## config.mk

```make
export PLATFORM = sky130hd
export DESIGN_NAME = sfrep_host
export DESIGN_NICKNAME = d
export VERILOG_FILES = /design/src/sfrep_pkg.sv /design/src/sfrep_host.sv /design/src/sfrep_sync.sv
export SDC_FILE = /design/constraint.sdc
export NUM_CORES = 1
export LEC_CHECK = 0
export BUFFER_PORTS_ARGS = -buffer_cell sky130_fd_sc_hd__buf_2
export CAP_MARGIN = 20
export CORE_ASPECT_RATIO = 1.5
export CORE_UTILIZATION = 59
export DETAILED_ROUTE_END_ITERATION = 10
export PLACE_DENSITY = 0.87
export SLEW_MARGIN = 10
export SYNTH_ARGS = -nofsm -noshare
export SYNTH_HDL_FRONTEND = slang
export SYNTH_SLANG_ARGS = --single-unit
```

## constraint.sdc

```tcl
create_clock -name sys_clk -period 6.5 [get_ports sys_clk]
set_clock_uncertainty 0.15 [all_clocks]
set_input_delay 1.3 -clock sys_clk [delete_from_list [all_inputs] [get_ports sys_clk]]
set_output_delay 1.3 -clock sys_clk [all_outputs]
set_load 0.05 [all_outputs]
```

## src/sfrep_pkg.sv

```systemverilog
// Shared constants and carrier types for the serial flash host controller
package sfrep_pkg;

  localparam logic [7:0] OP_DUAL_OUT = 8'h3b;
  localparam logic [7:0] OP_DUAL_IO  = 8'hbb;
  localparam logic [7:0] OP_ID       = 8'h9f;
  localparam logic [7:0] OP_QUAD_ID  = 8'haf;
  localparam logic [7:0] OP_PARAM    = 8'h5a;
  localparam logic [7:0] OP_SECT     = 8'h20;
  localparam logic [7:0] OP_BLOCK    = 8'hd8;
  localparam logic [7:0] OP_CHIP     = 8'hc7;
  localparam logic [7:0] OP_PROG     = 8'h02;
  localparam logic [7:0] OP_WRITE_ENABLE_CMD     = 8'h06;
  localparam logic [7:0] OP_STATUS   = 8'h05;
  localparam logic [7:0] OP_EXIT     = 8'hff;
  localparam logic [7:0] DUMMY_BYTE  = 8'h00;
  localparam logic [7:0] IDLE_BYTE   = 8'hff;

  // Upper nibble of the mode byte that keeps the dual I/O read armed
  localparam logic [3:0] CONT_NIBBLE = 4'ha;
  localparam int         BUSY_BIT    = 0;
  localparam int         ADDR_BYTES  = 3;
  localparam int         PAGE_BYTES  = 256;

  localparam int CLK_PERIOD_NS = 5;
  localparam int SCK_HALF_NS   = 20;
  localparam int CS_GAP_NS     = 50;
  localparam int SCK_HALF_CYC  =
    (SCK_HALF_NS + CLK_PERIOD_NS - 1) / CLK_PERIOD_NS;
  localparam int CS_GAP_CYC    =
    (CS_GAP_NS + CLK_PERIOD_NS - 1) / CLK_PERIOD_NS;

  typedef enum logic [3:0] {
    K_DUAL_OUT = 4'h0,
    K_DUAL_IO  = 4'h1,
    K_ID       = 4'h2,
    K_QUAD_ID  = 4'h3,
    K_PARAM    = 4'h4,
    K_SECT     = 4'h5,
    K_BLOCK    = 4'h6,
    K_CHIP     = 4'h7,
    K_PROG     = 4'h8,
    K_EXIT     = 4'h9
  } sfrep_kind_t;

  typedef struct packed {
    sfrep_kind_t kind;
    logic [23:0] addr;
    logic [7:0]  mode;
    logic [15:0] len;
  } sfrep_req_t;

  typedef struct packed {
    logic [3:0] dout;
    logic [3:0] oe;
  } sfrep_pins_t;

endpackage : sfrep_pkg

```

## src/sfrep_host.sv

```systemverilog
// Host controller issuing read, identify, erase and program frames to a flash
`timescale 1ns/100ps
// Summary of operation
// - Dual-output read: 3BH, 24-bit address, dummy byte, data on two lines.
// - Chip select stays low for the whole read; rising ends it.
// - Dual I/O read: BBH, then address and mode two bits per clock.
// - Mode nibble A arms next dual I/O read without opcode.
// - Opcode FFH leaves continuation mode.
// - Quad cycles carry one nibble, most significant nibble first.
// - Parameter read: 5AH, 24-bit address, dummy byte, then table data.
// - Write enable precedes every erase or program command.
// - Erase and program are self-timed; completion by polling busy.
// - Page program: 02H, address, 1 to 256 whole bytes; the host sends len bytes (at least one) with no 256 limit.
// - Host programs only locations already erased to FFH.
module sfrep_host #(
  parameter int SCK_HALF = sfrep_pkg::SCK_HALF_CYC,
  parameter int CS_GAP   = sfrep_pkg::CS_GAP_CYC
) (
  input  logic                   sys_clk,
  input  logic                   rst,
  input  sfrep_pkg::sfrep_req_t  req,
  input  logic                   req_valid,
  output logic                   req_ready,
  input  logic [7:0]             wr_data,
  input  logic                   wr_valid,
  output logic                   wr_ready,
  output logic [7:0]             rd_data,
  output logic                   rd_valid,
  output logic                   done,
  output logic                   busy,
  output logic                   cont_active,
  output logic                   cs_n,
  output logic                   sck,
  input  logic [3:0]             sio_in,
  output sfrep_pkg::sfrep_pins_t sio
);

  typedef enum logic [2:0] {
    ST_IDLE  = 3'b000,
    ST_LEAD  = 3'b001,
    ST_SHIFT = 3'b011,
    ST_TAIL  = 3'b010,
    ST_GAP   = 3'b110
  } sfrep_st_t;
  typedef enum logic [1:0] {
    FR_EXIT = 2'b00,
    FR_WRITE_ENABLE_CMD = 2'b01,
    FR_MAIN = 2'b11,
    FR_POLL = 2'b10
  } sfrep_fr_t;
  typedef enum logic [2:0] {
    PH_OPC   = 3'b000,
    PH_ADDR  = 3'b001,
    PH_MODE  = 3'b011,
    PH_READ  = 3'b111,
    PH_DUMMY = 3'b010,
    PH_WRITE = 3'b110
  } sfrep_ph_t;

  localparam logic [7:0] HALF_M1 = 8'(SCK_HALF - 1);
  localparam logic [7:0] GAP_M1  = 8'(CS_GAP - 1);

  sfrep_st_t             st_q;
  sfrep_fr_t             fr_q;
  sfrep_fr_t             sfr_w;
  sfrep_fr_t             nfr_w;
  sfrep_ph_t             ph_q;
  sfrep_ph_t             nph_w;
  sfrep_pkg::sfrep_req_t r_q;
  sfrep_pkg::sfrep_pins_t pins_d;
  logic [7:0]  tx_q, tx_ld_w, tx_sh_w, opc_w, rx_q, rx_nx_w, div_q;
  logic [7:0]  rd_data_q;
  logic [15:0] lft_q;
  logic [2:0]  beat_q, last_beat_w;
  logic [1:0]  cnt_q, wid_w;
  logic [3:0]  sio_s;
  logic sck_q, ld_q, cont_q, busy_q, write_enable_cmd_seen_q, rd_valid_q, done_q;
  logic cs_n_q, fin_w, div_end_w, tick_w, fall_w, byte_end_w, stall_w;
  logic load_w, wr_kind_w, req_wr_w, idle_w, drv_w, gap_end_w, sel_w;

  sfrep_sync #(.WIDTH(4)) u_sync (
    .sys_clk (sys_clk),
    .rst     (rst),
    .din     (sio_in),
    .dout    (sio_s)
  );

  function automatic logic is_write(sfrep_pkg::sfrep_kind_t k);
    return k inside {sfrep_pkg::K_SECT, sfrep_pkg::K_BLOCK,
                     sfrep_pkg::K_CHIP, sfrep_pkg::K_PROG};
  endfunction : is_write

  assign wr_kind_w = is_write(r_q.kind);
  assign req_wr_w  = is_write(req.kind);

  // exit continuation before any other command
  assign sfr_w = (req.kind == sfrep_pkg::K_EXIT ||
                  (cont_q && req.kind != sfrep_pkg::K_DUAL_IO)) ? FR_EXIT :
                 // write enable ahead of erase or program
                 req_wr_w ? FR_WRITE_ENABLE_CMD : FR_MAIN;
  // poll busy until the self-timed operation ends
  assign nfr_w = (fr_q == FR_EXIT) ? (wr_kind_w ? FR_WRITE_ENABLE_CMD : FR_MAIN) :
                 (fr_q == FR_WRITE_ENABLE_CMD) ? FR_MAIN : FR_POLL;
  // no return to idle while the busy bit is still set
  assign idle_w = (fr_q == FR_EXIT && r_q.kind == sfrep_pkg::K_EXIT) ||
                  (fr_q == FR_MAIN && !wr_kind_w) ||
                  (fr_q == FR_POLL && !busy_q);

  assign opc_w =
    (r_q.kind == sfrep_pkg::K_DUAL_OUT) ? sfrep_pkg::OP_DUAL_OUT :
    (r_q.kind == sfrep_pkg::K_DUAL_IO)  ? sfrep_pkg::OP_DUAL_IO :
    (r_q.kind == sfrep_pkg::K_ID)       ? sfrep_pkg::OP_ID :
    (r_q.kind == sfrep_pkg::K_QUAD_ID)  ? sfrep_pkg::OP_QUAD_ID :
    (r_q.kind == sfrep_pkg::K_PARAM)    ? sfrep_pkg::OP_PARAM :
    (r_q.kind == sfrep_pkg::K_SECT)     ? sfrep_pkg::OP_SECT :
    (r_q.kind == sfrep_pkg::K_BLOCK)    ? sfrep_pkg::OP_BLOCK :
    (r_q.kind == sfrep_pkg::K_CHIP)     ? sfrep_pkg::OP_CHIP :
    sfrep_pkg::OP_PROG;

  // Lines per clock: 0 one, 1 two, 2 four
  assign wid_w =
    (fr_q == FR_MAIN && r_q.kind == sfrep_pkg::K_QUAD_ID) ? 2'd2 :
    (fr_q == FR_MAIN && r_q.kind == sfrep_pkg::K_DUAL_IO &&
     ph_q != PH_OPC) ? 2'd1 :
    (fr_q == FR_MAIN && r_q.kind == sfrep_pkg::K_DUAL_OUT &&
     ph_q == PH_READ) ? 2'd1 : 2'd0;
  assign last_beat_w = (wid_w == 2'd2) ? 3'd1 :
                       (wid_w == 2'd1) ? 3'd3 : 3'd7;

  assign div_end_w  = (div_q == 8'h00);
  assign tick_w     = (st_q == ST_SHIFT) && !ld_q && div_end_w;
  assign fall_w     = tick_w && sck_q;
  assign byte_end_w = fall_w && (beat_q == last_beat_w);
  assign stall_w    = ld_q && (ph_q == PH_WRITE) && !wr_valid;
  assign load_w     = (st_q == ST_SHIFT) && ld_q && !stall_w;
  assign gap_end_w  = (st_q == ST_GAP) && div_end_w;
  assign sel_w      = st_q inside {ST_LEAD, ST_SHIFT, ST_TAIL};

  assign tx_sh_w = (wid_w == 2'd2) ? {tx_q[3:0], 4'h0} :
                   (wid_w == 2'd1) ? {tx_q[5:0], 2'b00} : {tx_q[6:0], 1'b0};
  assign rx_nx_w = (wid_w == 2'd2) ? {rx_q[3:0], sio_s} :
                   (wid_w == 2'd1) ? {rx_q[5:0], sio_s[1:0]} :
                   {rx_q[6:0], sio_s[1]};

  assign tx_ld_w =
    (ph_q == PH_OPC) ? ((fr_q == FR_EXIT) ? sfrep_pkg::OP_EXIT :
                        (fr_q == FR_WRITE_ENABLE_CMD) ? sfrep_pkg::OP_WRITE_ENABLE_CMD :
                        (fr_q == FR_POLL) ? sfrep_pkg::OP_STATUS : opc_w) :
    (ph_q == PH_ADDR) ? ((cnt_q == 2'd2) ? r_q.addr[23:16] :
                         (cnt_q == 2'd1) ? r_q.addr[15:8] : r_q.addr[7:0]) :
    (ph_q == PH_MODE)  ? r_q.mode :
    (ph_q == PH_DUMMY) ? sfrep_pkg::DUMMY_BYTE :
    // caller program data goes out unchanged
    (ph_q == PH_WRITE) ? wr_data : sfrep_pkg::IDLE_BYTE;

  // Phase that follows a finished byte, or the end of the frame
  always_comb begin
    nph_w = ph_q;
    fin_w = 1'b0;
    unique case (ph_q)
      PH_OPC: begin
        if (fr_q == FR_EXIT || fr_q == FR_WRITE_ENABLE_CMD) fin_w = 1'b1;
        else if (fr_q == FR_POLL || r_q.kind == sfrep_pkg::K_ID) nph_w = PH_READ;
        // quad identify takes one dummy byte, two clocks on four lines
        else if (r_q.kind == sfrep_pkg::K_QUAD_ID) nph_w = PH_DUMMY;
        else if (r_q.kind == sfrep_pkg::K_CHIP) fin_w = 1'b1;
        else nph_w = PH_ADDR;
      end
      PH_ADDR: begin
        if (cnt_q != 2'd0) nph_w = PH_ADDR;
        // mode byte straight after the address
        else if (r_q.kind == sfrep_pkg::K_DUAL_IO) nph_w = PH_MODE;
        else if (r_q.kind == sfrep_pkg::K_PROG) nph_w = PH_WRITE;
        else if (wr_kind_w) fin_w = 1'b1;
        // dummy byte ahead of read data
        else nph_w = PH_DUMMY;
      end
      PH_MODE:  nph_w = PH_READ;
      PH_DUMMY: nph_w = PH_READ;
      // frame ends only on a whole byte
      PH_WRITE, PH_READ: fin_w = (lft_q == 16'h0000);
    endcase
  end

  always_ff @(posedge sys_clk or posedge rst) begin
    if (rst) begin
      st_q <= ST_IDLE;
      fr_q <= FR_MAIN;
      ph_q <= PH_OPC;
      r_q  <= '0;
    end else begin
      unique case (st_q)
        ST_IDLE: if (req_valid) begin
          st_q <= ST_LEAD;
          r_q  <= req;
          fr_q <= sfr_w;
          // armed dual I/O read starts at the address
          ph_q <= (sfr_w == FR_MAIN && req.kind == sfrep_pkg::K_DUAL_IO &&
                   cont_q) ? PH_ADDR : PH_OPC;
        end
        ST_LEAD: if (div_end_w) st_q <= ST_SHIFT;
        ST_SHIFT: begin
          // select held until the final byte is done
          if (byte_end_w && fin_w) st_q <= ST_TAIL;
          else if (byte_end_w) ph_q <= nph_w;
        end
        ST_TAIL: if (div_end_w) st_q <= ST_GAP;
        ST_GAP: if (div_end_w) begin
          st_q <= idle_w ? ST_IDLE : ST_LEAD;
          fr_q <= nfr_w;
          ph_q <= PH_OPC;
        end
      endcase
    end
  end

  always_ff @(posedge sys_clk or posedge rst) begin
    if (rst) begin
      div_q <= 8'h00;
      sck_q <= 1'b0;
    end else begin
      if (st_q == ST_IDLE) div_q <= HALF_M1;
      else if (div_end_w) div_q <= (st_q == ST_TAIL) ? GAP_M1 : HALF_M1;
      else if (!(st_q == ST_SHIFT && ld_q)) div_q <= div_q - 8'h01;
      if (tick_w) sck_q <= ~sck_q;
    end
  end

  always_ff @(posedge sys_clk or posedge rst) begin
    if (rst) begin
      ld_q   <= 1'b0;
      tx_q   <= 8'h00;
      rx_q   <= 8'h00;
      beat_q <= 3'd0;
    end else begin
      ld_q <= (st_q == ST_LEAD) || (byte_end_w && !fin_w) ||
              (ld_q && !load_w && st_q == ST_SHIFT);
      if (load_w) tx_q <= tx_ld_w;
      else if (fall_w) tx_q <= tx_sh_w;
      if (fall_w) rx_q <= rx_nx_w;
      if (load_w) beat_q <= 3'd0;
      else if (fall_w) beat_q <= byte_end_w ? 3'd0 : beat_q + 3'd1;
    end
  end

  always_ff @(posedge sys_clk or posedge rst) begin
    if (rst) begin
      cnt_q <= 2'd0;
      lft_q <= 16'h0000;
    end else begin
      if (ph_q != PH_ADDR) cnt_q <= 2'(sfrep_pkg::ADDR_BYTES - 1);
      else if (byte_end_w) cnt_q <= cnt_q - 2'd1;
      if (!(ph_q inside {PH_WRITE, PH_READ}))
        lft_q <= (fr_q == FR_POLL || r_q.len == 16'h0000) ? 16'h0000 :
                 r_q.len - 16'h0001;
      else if (byte_end_w) lft_q <= lft_q - 16'h0001;
    end
  end

  always_ff @(posedge sys_clk or posedge rst) begin
    if (rst) begin
      cont_q      <= 1'b0;
      busy_q      <= 1'b0;
      write_enable_cmd_seen_q <= 1'b0;
    end else begin
      // mode nibble decides whether the next read is armed
      if (byte_end_w && ph_q == PH_MODE)
        cont_q <= (r_q.mode[7:4] == sfrep_pkg::CONT_NIBBLE);
      else if (byte_end_w && fr_q == FR_EXIT) cont_q <= 1'b0;
      // busy sampled from the status byte
      if (byte_end_w && fr_q == FR_POLL && ph_q == PH_READ)
        busy_q <= rx_nx_w[sfrep_pkg::BUSY_BIT];
      if (st_q == ST_IDLE) write_enable_cmd_seen_q <= 1'b0;
      else if (gap_end_w && fr_q == FR_WRITE_ENABLE_CMD) write_enable_cmd_seen_q <= 1'b1;
    end
  end

  assign drv_w = sel_w && (ph_q != PH_READ);
  always_comb begin
    unique case (wid_w)
      2'd2: pins_d = '{dout: tx_q[7:4], oe: {4{drv_w}}};
      2'd1: pins_d = '{dout: {2'b11, tx_q[7:6]}, oe: {2'b11, drv_w, drv_w}};
      default: pins_d = '{dout: {3'b111, tx_q[7]}, oe: {3'b110, drv_w}};
    endcase
  end

  always_ff @(posedge sys_clk or posedge rst) begin
    if (rst) begin
      sio        <= '{dout: 4'hf, oe: 4'hc};
      cs_n_q     <= 1'b1;
      rd_data_q  <= 8'h00;
      rd_valid_q <= 1'b0;
      done_q     <= 1'b0;
    end else begin
      sio        <= pins_d;
      cs_n_q     <= !sel_w;
      rd_valid_q <= byte_end_w && fr_q == FR_MAIN && ph_q == PH_READ;
      if (byte_end_w && fr_q == FR_MAIN && ph_q == PH_READ)
        rd_data_q <= rx_nx_w;
      done_q     <= gap_end_w && idle_w;
    end
  end

  assign req_ready   = (st_q == ST_IDLE);
  assign wr_ready    = load_w && (ph_q == PH_WRITE);
  assign rd_data     = rd_data_q;
  assign rd_valid    = rd_valid_q;
  assign done        = done_q;
  assign busy        = busy_q;
  assign cont_active = cont_q;
  assign cs_n        = cs_n_q;
  assign sck         = sck_q;
endmodule : sfrep_host

```

## src/sfrep_sync.sv

```systemverilog
// Two-stage synchroniser for the data lines coming back from the flash
`timescale 1ns/100ps
module sfrep_sync #(
  parameter int WIDTH = 4
) (
  input  logic             sys_clk,
  input  logic             rst,
  input  logic [WIDTH-1:0] din,
  output logic [WIDTH-1:0] dout
);

  for (genvar i = 0; i < WIDTH; i++) begin : g_bit
    logic meta_q;
    logic sync_q;
    always_ff @(posedge sys_clk or posedge rst) begin
      if (rst) begin
        meta_q <= 1'b0;
        sync_q <= 1'b0;
      end else begin
        meta_q <= din[i];
        sync_q <= meta_q;
      end
    end
    assign dout[i] = sync_q;
  end

endmodule : sfrep_sync
```

==> qor.yml, run 1 <==
die:
  rows: 49
  fp.dieW_um: 92.8
  initial_core_util: 0.607
  die_h_um: 138
  dieArea_um2: 12800
  coreArea_um2: 12000
  io_pins: 92
clock_network:
  ctsHoldBuffers: 0
  cts_root_buffer: "clkbuf_16"
  htreeDepth: 4
  tritoncts: "yes"
  clockBufferDepth: 2
  cts-resized-gates: 0
  postCtsSetupBuffers: 0
  clk_pin_slew_ps: 70
  cts.sink_count: 134
  clkLatencyLatePin_ps: 430
  cts_buffers: 17
synth:
  avgSynthCellArea_um2: 10.0
  synth_top_area_frac: 0.432
  yosysMostFrequentCell: "dfrtp_1"
  synth_xor_area_frac: 0.0226
  syn_inst: 727
  ys_warn_count: 0
  synth.area.top_cells: "dfrtp_1 (43%), mux2_2 (11%), nor2_1 (3.4%), o21ai_0 (3.4%), nand2_1 (3.2%)"
  synthSimpleGateAreaFrac: 0.179
  synth_common_cells: "dfrtp_1 (126), mux2_2 (69), nor2_1 (67), nand2_1 (63), o21ai_0 (50)"
  synth_nets: 805
  ys_ff_latch: 134
  synth_top_area_cell: "dfrtp_1"
  ys_async_sr_fraction: 1.00
  syn_area_um2: 7290
  synthMuxAreaShare: 0.119
  synth_cell_type_count: 77
  synth_top_family_by_area: "simple AND/OR/NAND/NOR gates"
  synthFlopType: "dfrtp_1"
  ys_seq_area_frac: 0.461
  synth_fa_ha_area_frac: 0.0172
  synth_edf_count: 0
  synth_compound_area_frac: 0.164
timing:
  hold_viol: 0
  min_period_over_period: 0.698
  setup_viol: 0
  tns_ps: 0
  worstMarginPinSlew_ps: 960
  finalWorstSetupSlack_ps: 1960
  clock.fmax_ghz: 0.220
  relSlewSlack: 0.360
  period_minus_slack_ps: 4540
  rsz0062_at_grt: "false"
  slew_violations: 0
grt:
  grt_util_all_layers: 0.304
  antenna_found_initial: 0
  grt_max_degree: 76
  overflow: 0
  grt_first_pass_wirelength_mm: 30.5
  grt_pass1_vias: 6220
power_and_ir_drop:
  p_total_uw: 1810
  power.leakage_uw: 0.00386
  power_density_nw_per_um2: 218
  ir_worst_vdd_mv: 0.164
route:
  vias: 6130
  route.detailed.drc: 0
  ant_nets: 0
  dr.pass1.iters: 5
  drt_wl_total_mm: 18.3
  via_per_inst: 6.39
  drtIter0Drc: 528
  detail_route.wl_per_cell_um: 19.0
critical_path:
  cp_max_fo: 27
  critical_path_required_ps: 5050
  crit_path_top_delay_cell: "dfrtp_1"
  start_kind: "flip-flop"
  cp_top_family: "simple AND/OR/NAND/NOR gates"
  crit_top_cell: "nor3_1"
  cp_num_cells: 5
  worstRegToRegCells: 8
  cp_cell_sequence: "nand2_1 -> nor3_1 -> or2_2 -> nor3_1 -> buf_2"
  end_kind: "output pin"
  critPathKind: "reg -> out"
  path_buf_inv: 1
  critPathMaxStageDelay_ps: 860
  critPathArrivalTime_ps: 3090
final_layout:
  diodes: 0
  area_growth_pct: 14.0
  fin_util: 0.692
  fin_nets: 872
  design_area_um2: 8310
  fillCellCount: 926
  drive_above_1_share: 0.278
run_status:
  status: "completed"
placement:
  post-dp-hpwl_mm: 12.9
  port_buffers: 91
  dp_slack_ps: 2500
  place.gp.congestion: 0.896
  place_area_um2: 7750
min_path:
  holdPathStages: 0
  hold_path.class: "reg -> reg"
job:
  maxCapViolations: 0
kinds of logic (layout without fill, tap and decap cells):
kind of cell / after synthesis / after routing
flops: 134 / 134
fa+ha+maj: 10 / 10
mux: 78 / 78
simple gates: 247 / 247
xor+xnor: 18 / 18
compound gates: 178 / 178
buf+inv: 62 / 142
area by class of cell:
class	instances	area (µm²)	share of cell area
Multi-Input combinational cell	531	3660	0.440
Tap cell	153	191	0.0230
Sequential cell	134	3360	0.405
Clock buffer	17	425	0.0512
Clock inverter	15	136	0.0164
Timing Repair Buffer	93	470	0.0566
Inverter	17	66.3	0.00798
through the flow:
step,cells,hold slack (ps)
CTS,960,210
detailed placement,928,186
global route,960,218
global placement,928,184
finish,960,208
floorplan,727,181
final timing paths:
kind                                   startpoint                endpoint  slack (ps)
setup / recovery                          ph_q[2]                wr_ready        1960
hold reg to reg            u_sync.g_bit[3].meta_q  u_sync.g_bit[3].sync_q         210
max in group asynchronous                     rst                     sck        3930
hold / removal             u_sync.g_bit[3].meta_q  u_sync.g_bit[3].sync_q         210
min in group asynchronous                     rst                div_q[5]         920
setup reg to reg                         div_q[0]               lft_q[12]        2820
layer usage:
layer | GRT usage | wire length, µm | vias up
met3 | 0.0545 | 905 | 44
met1 | 0.372 | 7150 | 3036
met5 | 0 | 0 | -
met2 | 0.516 | 9540 | 229
met4 | 0.142 | 661 | 0
li1 | - | - | 2821
layout by cell type (no fill, tap or decap), drive strengths merged, types with 6 or more instances in the layout:
cell	count
nand2	63
buf	93
ha	10
nand2b	11
dfstp	8
inv	27
mux2i	9
nor3	16
xor2	11
o311a	6
mux2	69
a21oi	35
clkbuf	17
o22ai	9
nor4	10
or2	7
o211ai	7
o21ai	50
nand3	18
nor2	68
nand4	17
dfrtp	126
a22oi	10
xnor2	7
report_power, final:
| part | leakage [µW] | total [µW] | internal [µW] | switching (µW) |
|---|---|---|---|---|
| logic | 0.00185 | 45.4 | 18.5 | 26.9 |
| clock network | 0.000271 | 926 | 506 | 421 |
| registers | 0.00174 | 841 | 838 | 2.50 |
| total | 0.00386 | 1810 | 1360 | 450 |
registers in the layout, indices dropped and copies added (netlist names), 2 cells and up:
name                 count
div_q                    8
ph_q                     3
u_sync.g_bit.sync_q      4
u_sync.g_bit.meta_q      4
rx_q                     7
r_q                     52
st_q                     3
cnt_q                    2
lft_q                   16
tx_q                     8
rd_data                  8
beat_q                   3
fr_q                     2
sio                      7
worst register-to-register path, stage by stage, from the launching register on:
cell and delay (ps):
dfrtp_1 420, inv_1 100, ha_1 150, nor4b_2 250, and2_1 350, and3_1 740, and4_1 790, nor2_1 210
o32a_1 400
Note: power is estimated with default switching activity, not from simulation.
==> run 2, diff against run 1 <==
--- a/config.mk
+++ b/config.mk
@@ -8,9 +8,9 @@
 export BUFFER_PORTS_ARGS = -buffer_cell sky130_fd_sc_hd__buf_2
 export CAP_MARGIN = 20
 export CORE_ASPECT_RATIO = 1.5
-export CORE_UTILIZATION = 59
+export CORE_UTILIZATION = 53
 export DETAILED_ROUTE_END_ITERATION = 10
-export PLACE_DENSITY = 0.87
+export PLACE_DENSITY = 0.83
 export SLEW_MARGIN = 10
 export SYNTH_ARGS = -nofsm -noshare
 export SYNTH_HDL_FRONTEND = slang
==> constraint.sdc (replaced) <==
create_clock -name sys_clk -period 3.7 [get_ports sys_clk]
set_clock_uncertainty 0.15 [all_clocks]
set_input_delay 0.74 -clock sys_clk [delete_from_list [all_inputs] [get_ports sys_clk]]
set_output_delay 0.74 -clock sys_clk [all_outputs]
set_load 0.05 [all_outputs]
==> qor.yml, run 2 (synthesis results as in run 1) <==
route:
  route.detailed.drc: 8
  detail_route.wl_per_cell_um: 17.7
  dr.pass1.iters: 8
  drtIter0Drc: 422
  top_layer_used: "met4"
  drt_wl_total_mm: 17.4
  via_per_inst: 6.20
  vias: 6088
  met2WireLength_mm: 8.77
  wl_met1_mm: 6.92
  wl_met3_um: 902
  ant_nets: 0
grt:
  grt_pass1_vias: 6052
  grt_first_pass_wirelength_mm: 29.4
  grt_util_all_layers: 0.261
  antenna_found_initial: 0
  grt_max_degree: 135
  overflow: 0
clock_network:
  clkLatencyLatePin_ps: 420
  cts_root_buffer: "clkbuf_16"
  cts_buffers: 17
  clk_pin_slew_ps: 60
  ctsHoldBuffers: 0
  cts-resized-gates: 0
  htreeDepth: 4
  tritoncts: "yes"
  clockBufferDepth: 2
  postCtsSetupBuffers: 0
  cts.sink_count: 134
critical_path:
  start_kind: "flip-flop"
  r2r-start: "div_q[0]"
  critical_path_required_ps: 2810
  critPathKind: "reg -> out"
  startpoint: "st_q[2]"
  cp_max_fo: 12
  r2r_end: "rd_data[6]"
  end_kind: "output pin"
  reg2reg_slack_ps: 760
  critPathArrivalTime_ps: 2430
  critPathCapture: "wr_ready"
  worstRegToRegCells: 9
timing:
  worstMarginPinSlew_ps: 766
  hold_viol: 0
  min_period_over_period: 0.898
  slew_violations: 0
  clock.fmax_ghz: 0.301
  tns_ps: 0
  rsz0062_at_grt: "false"
  relSlewSlack: 0.489
  period_minus_slack_ps: 3320
  setup_viol: 0
run_status:
  status: "complete, but fails checks"
  violations: "design-rule violations"
final_layout:
  fin_nets: 885
  largest_reg_flops: 52
  fillCellCount: 1099
  final_common_cell: "dfrtp_1"
  reg.largest.list: "r_q (52), lft_q (16)"
  area_growth_pct: 16.1
  regMostFlops: "r_q"
  drive_above_1_share: 0.288
  diodes: 0
  layout_common_cells: "dfrtp_1 (126), buf_2 (91), mux2_2 (69)"
  design_area_um2: 8470
placement:
  post-dp-hpwl_mm: 12.2
  place.gp.congestion: 0.993
  place_area_um2: 7870
  port_buffers: 91
die:
  die_h_um: 146
  fp.dieW_um: 97.8
  initial_core_util: 0.541
  coreArea_um2: 13500
  io_pins: 92
  rows: 52
  dieArea_um2: 14200
job:
  maxCapViolations: 0
min_path:
  hold_path.class: "reg -> reg"
power_and_ir_drop:
  power_density_nw_per_um2: 386
  power.leakage_uw: 0.00394
  ir_worst_vdd_mv: 0.297
-- run 2: changes by cell type in the layout (fill, tap and decap cells not counted), sizes merged --
cell	change
clkbuf	+1
clkinv	+1
buf	+13
bufinv	+2
inv	-4
-- run 2: per-stage QoR --
stage	total power (µW)	hold slack [ps]	util	instances	setup WS, ps
global placement	1590	184	0.585	950	872
global route	3360	206	0.629	982	242
finish	3260	200	0.629	982	378
floorplan	1540	181	-	727	438
CTS	3290	203	0.629	982	387
detailed placement	1590	191	0.585	950	780
-- run 2: area by class of cell --
cell class                 count  area (µm²)  share of cell area
clock buffer                  18         429              0.0507
clock inverter                14         164              0.0194
inverter                      17        67.6             0.00798
multi-input combinational    531        3660               0.432
sequential                   134        3360               0.397
tap                          162         203              0.0239
timing repair buffer         106         581              0.0686
-- run 2: worst max-delay path, stage by stage, from the launching register on --
cell and delay (ps):
dfrtp_1 490, and3b_1 290, nand2_1 210, or2_2 460, nor3_1 240, buf_2 320
-- run 2: how the worst min path moves through the flow --
stage / start / end / slack, ps / depth (start not counted)
CTS: u_sync.g_bit[0].meta_q / u_sync.g_bit[0].sync_q / 200 / 0
global placement: u_sync.g_bit[2].meta_q / u_sync.g_bit[2].sync_q / 180 / 0
detailed placement: u_sync.g_bit[2].meta_q / u_sync.g_bit[2].sync_q / 190 / 0
floorplan: u_sync.g_bit[0].meta_q / u_sync.g_bit[0].sync_q / 180 / 0
global route: u_sync.g_bit[0].meta_q / u_sync.g_bit[0].sync_q / 210 / 0
finish: u_sync.g_bit[0].meta_q / u_sync.g_bit[0].sync_q / 200 / 0
-- run 2: power by group --
group	internal [µW]	total, µW	switching, µW
clock network	1010	1710	696
registers	1470	1480	4.19
logic	34.0	79.9	45.9
-- run 2: metal layers --
layer	global-route usage	up-vias
li1	-	2835
met1	0.312	2956
met2	0.436	229
met3	0.0557	68
met4	0.152	0
met5	0	-
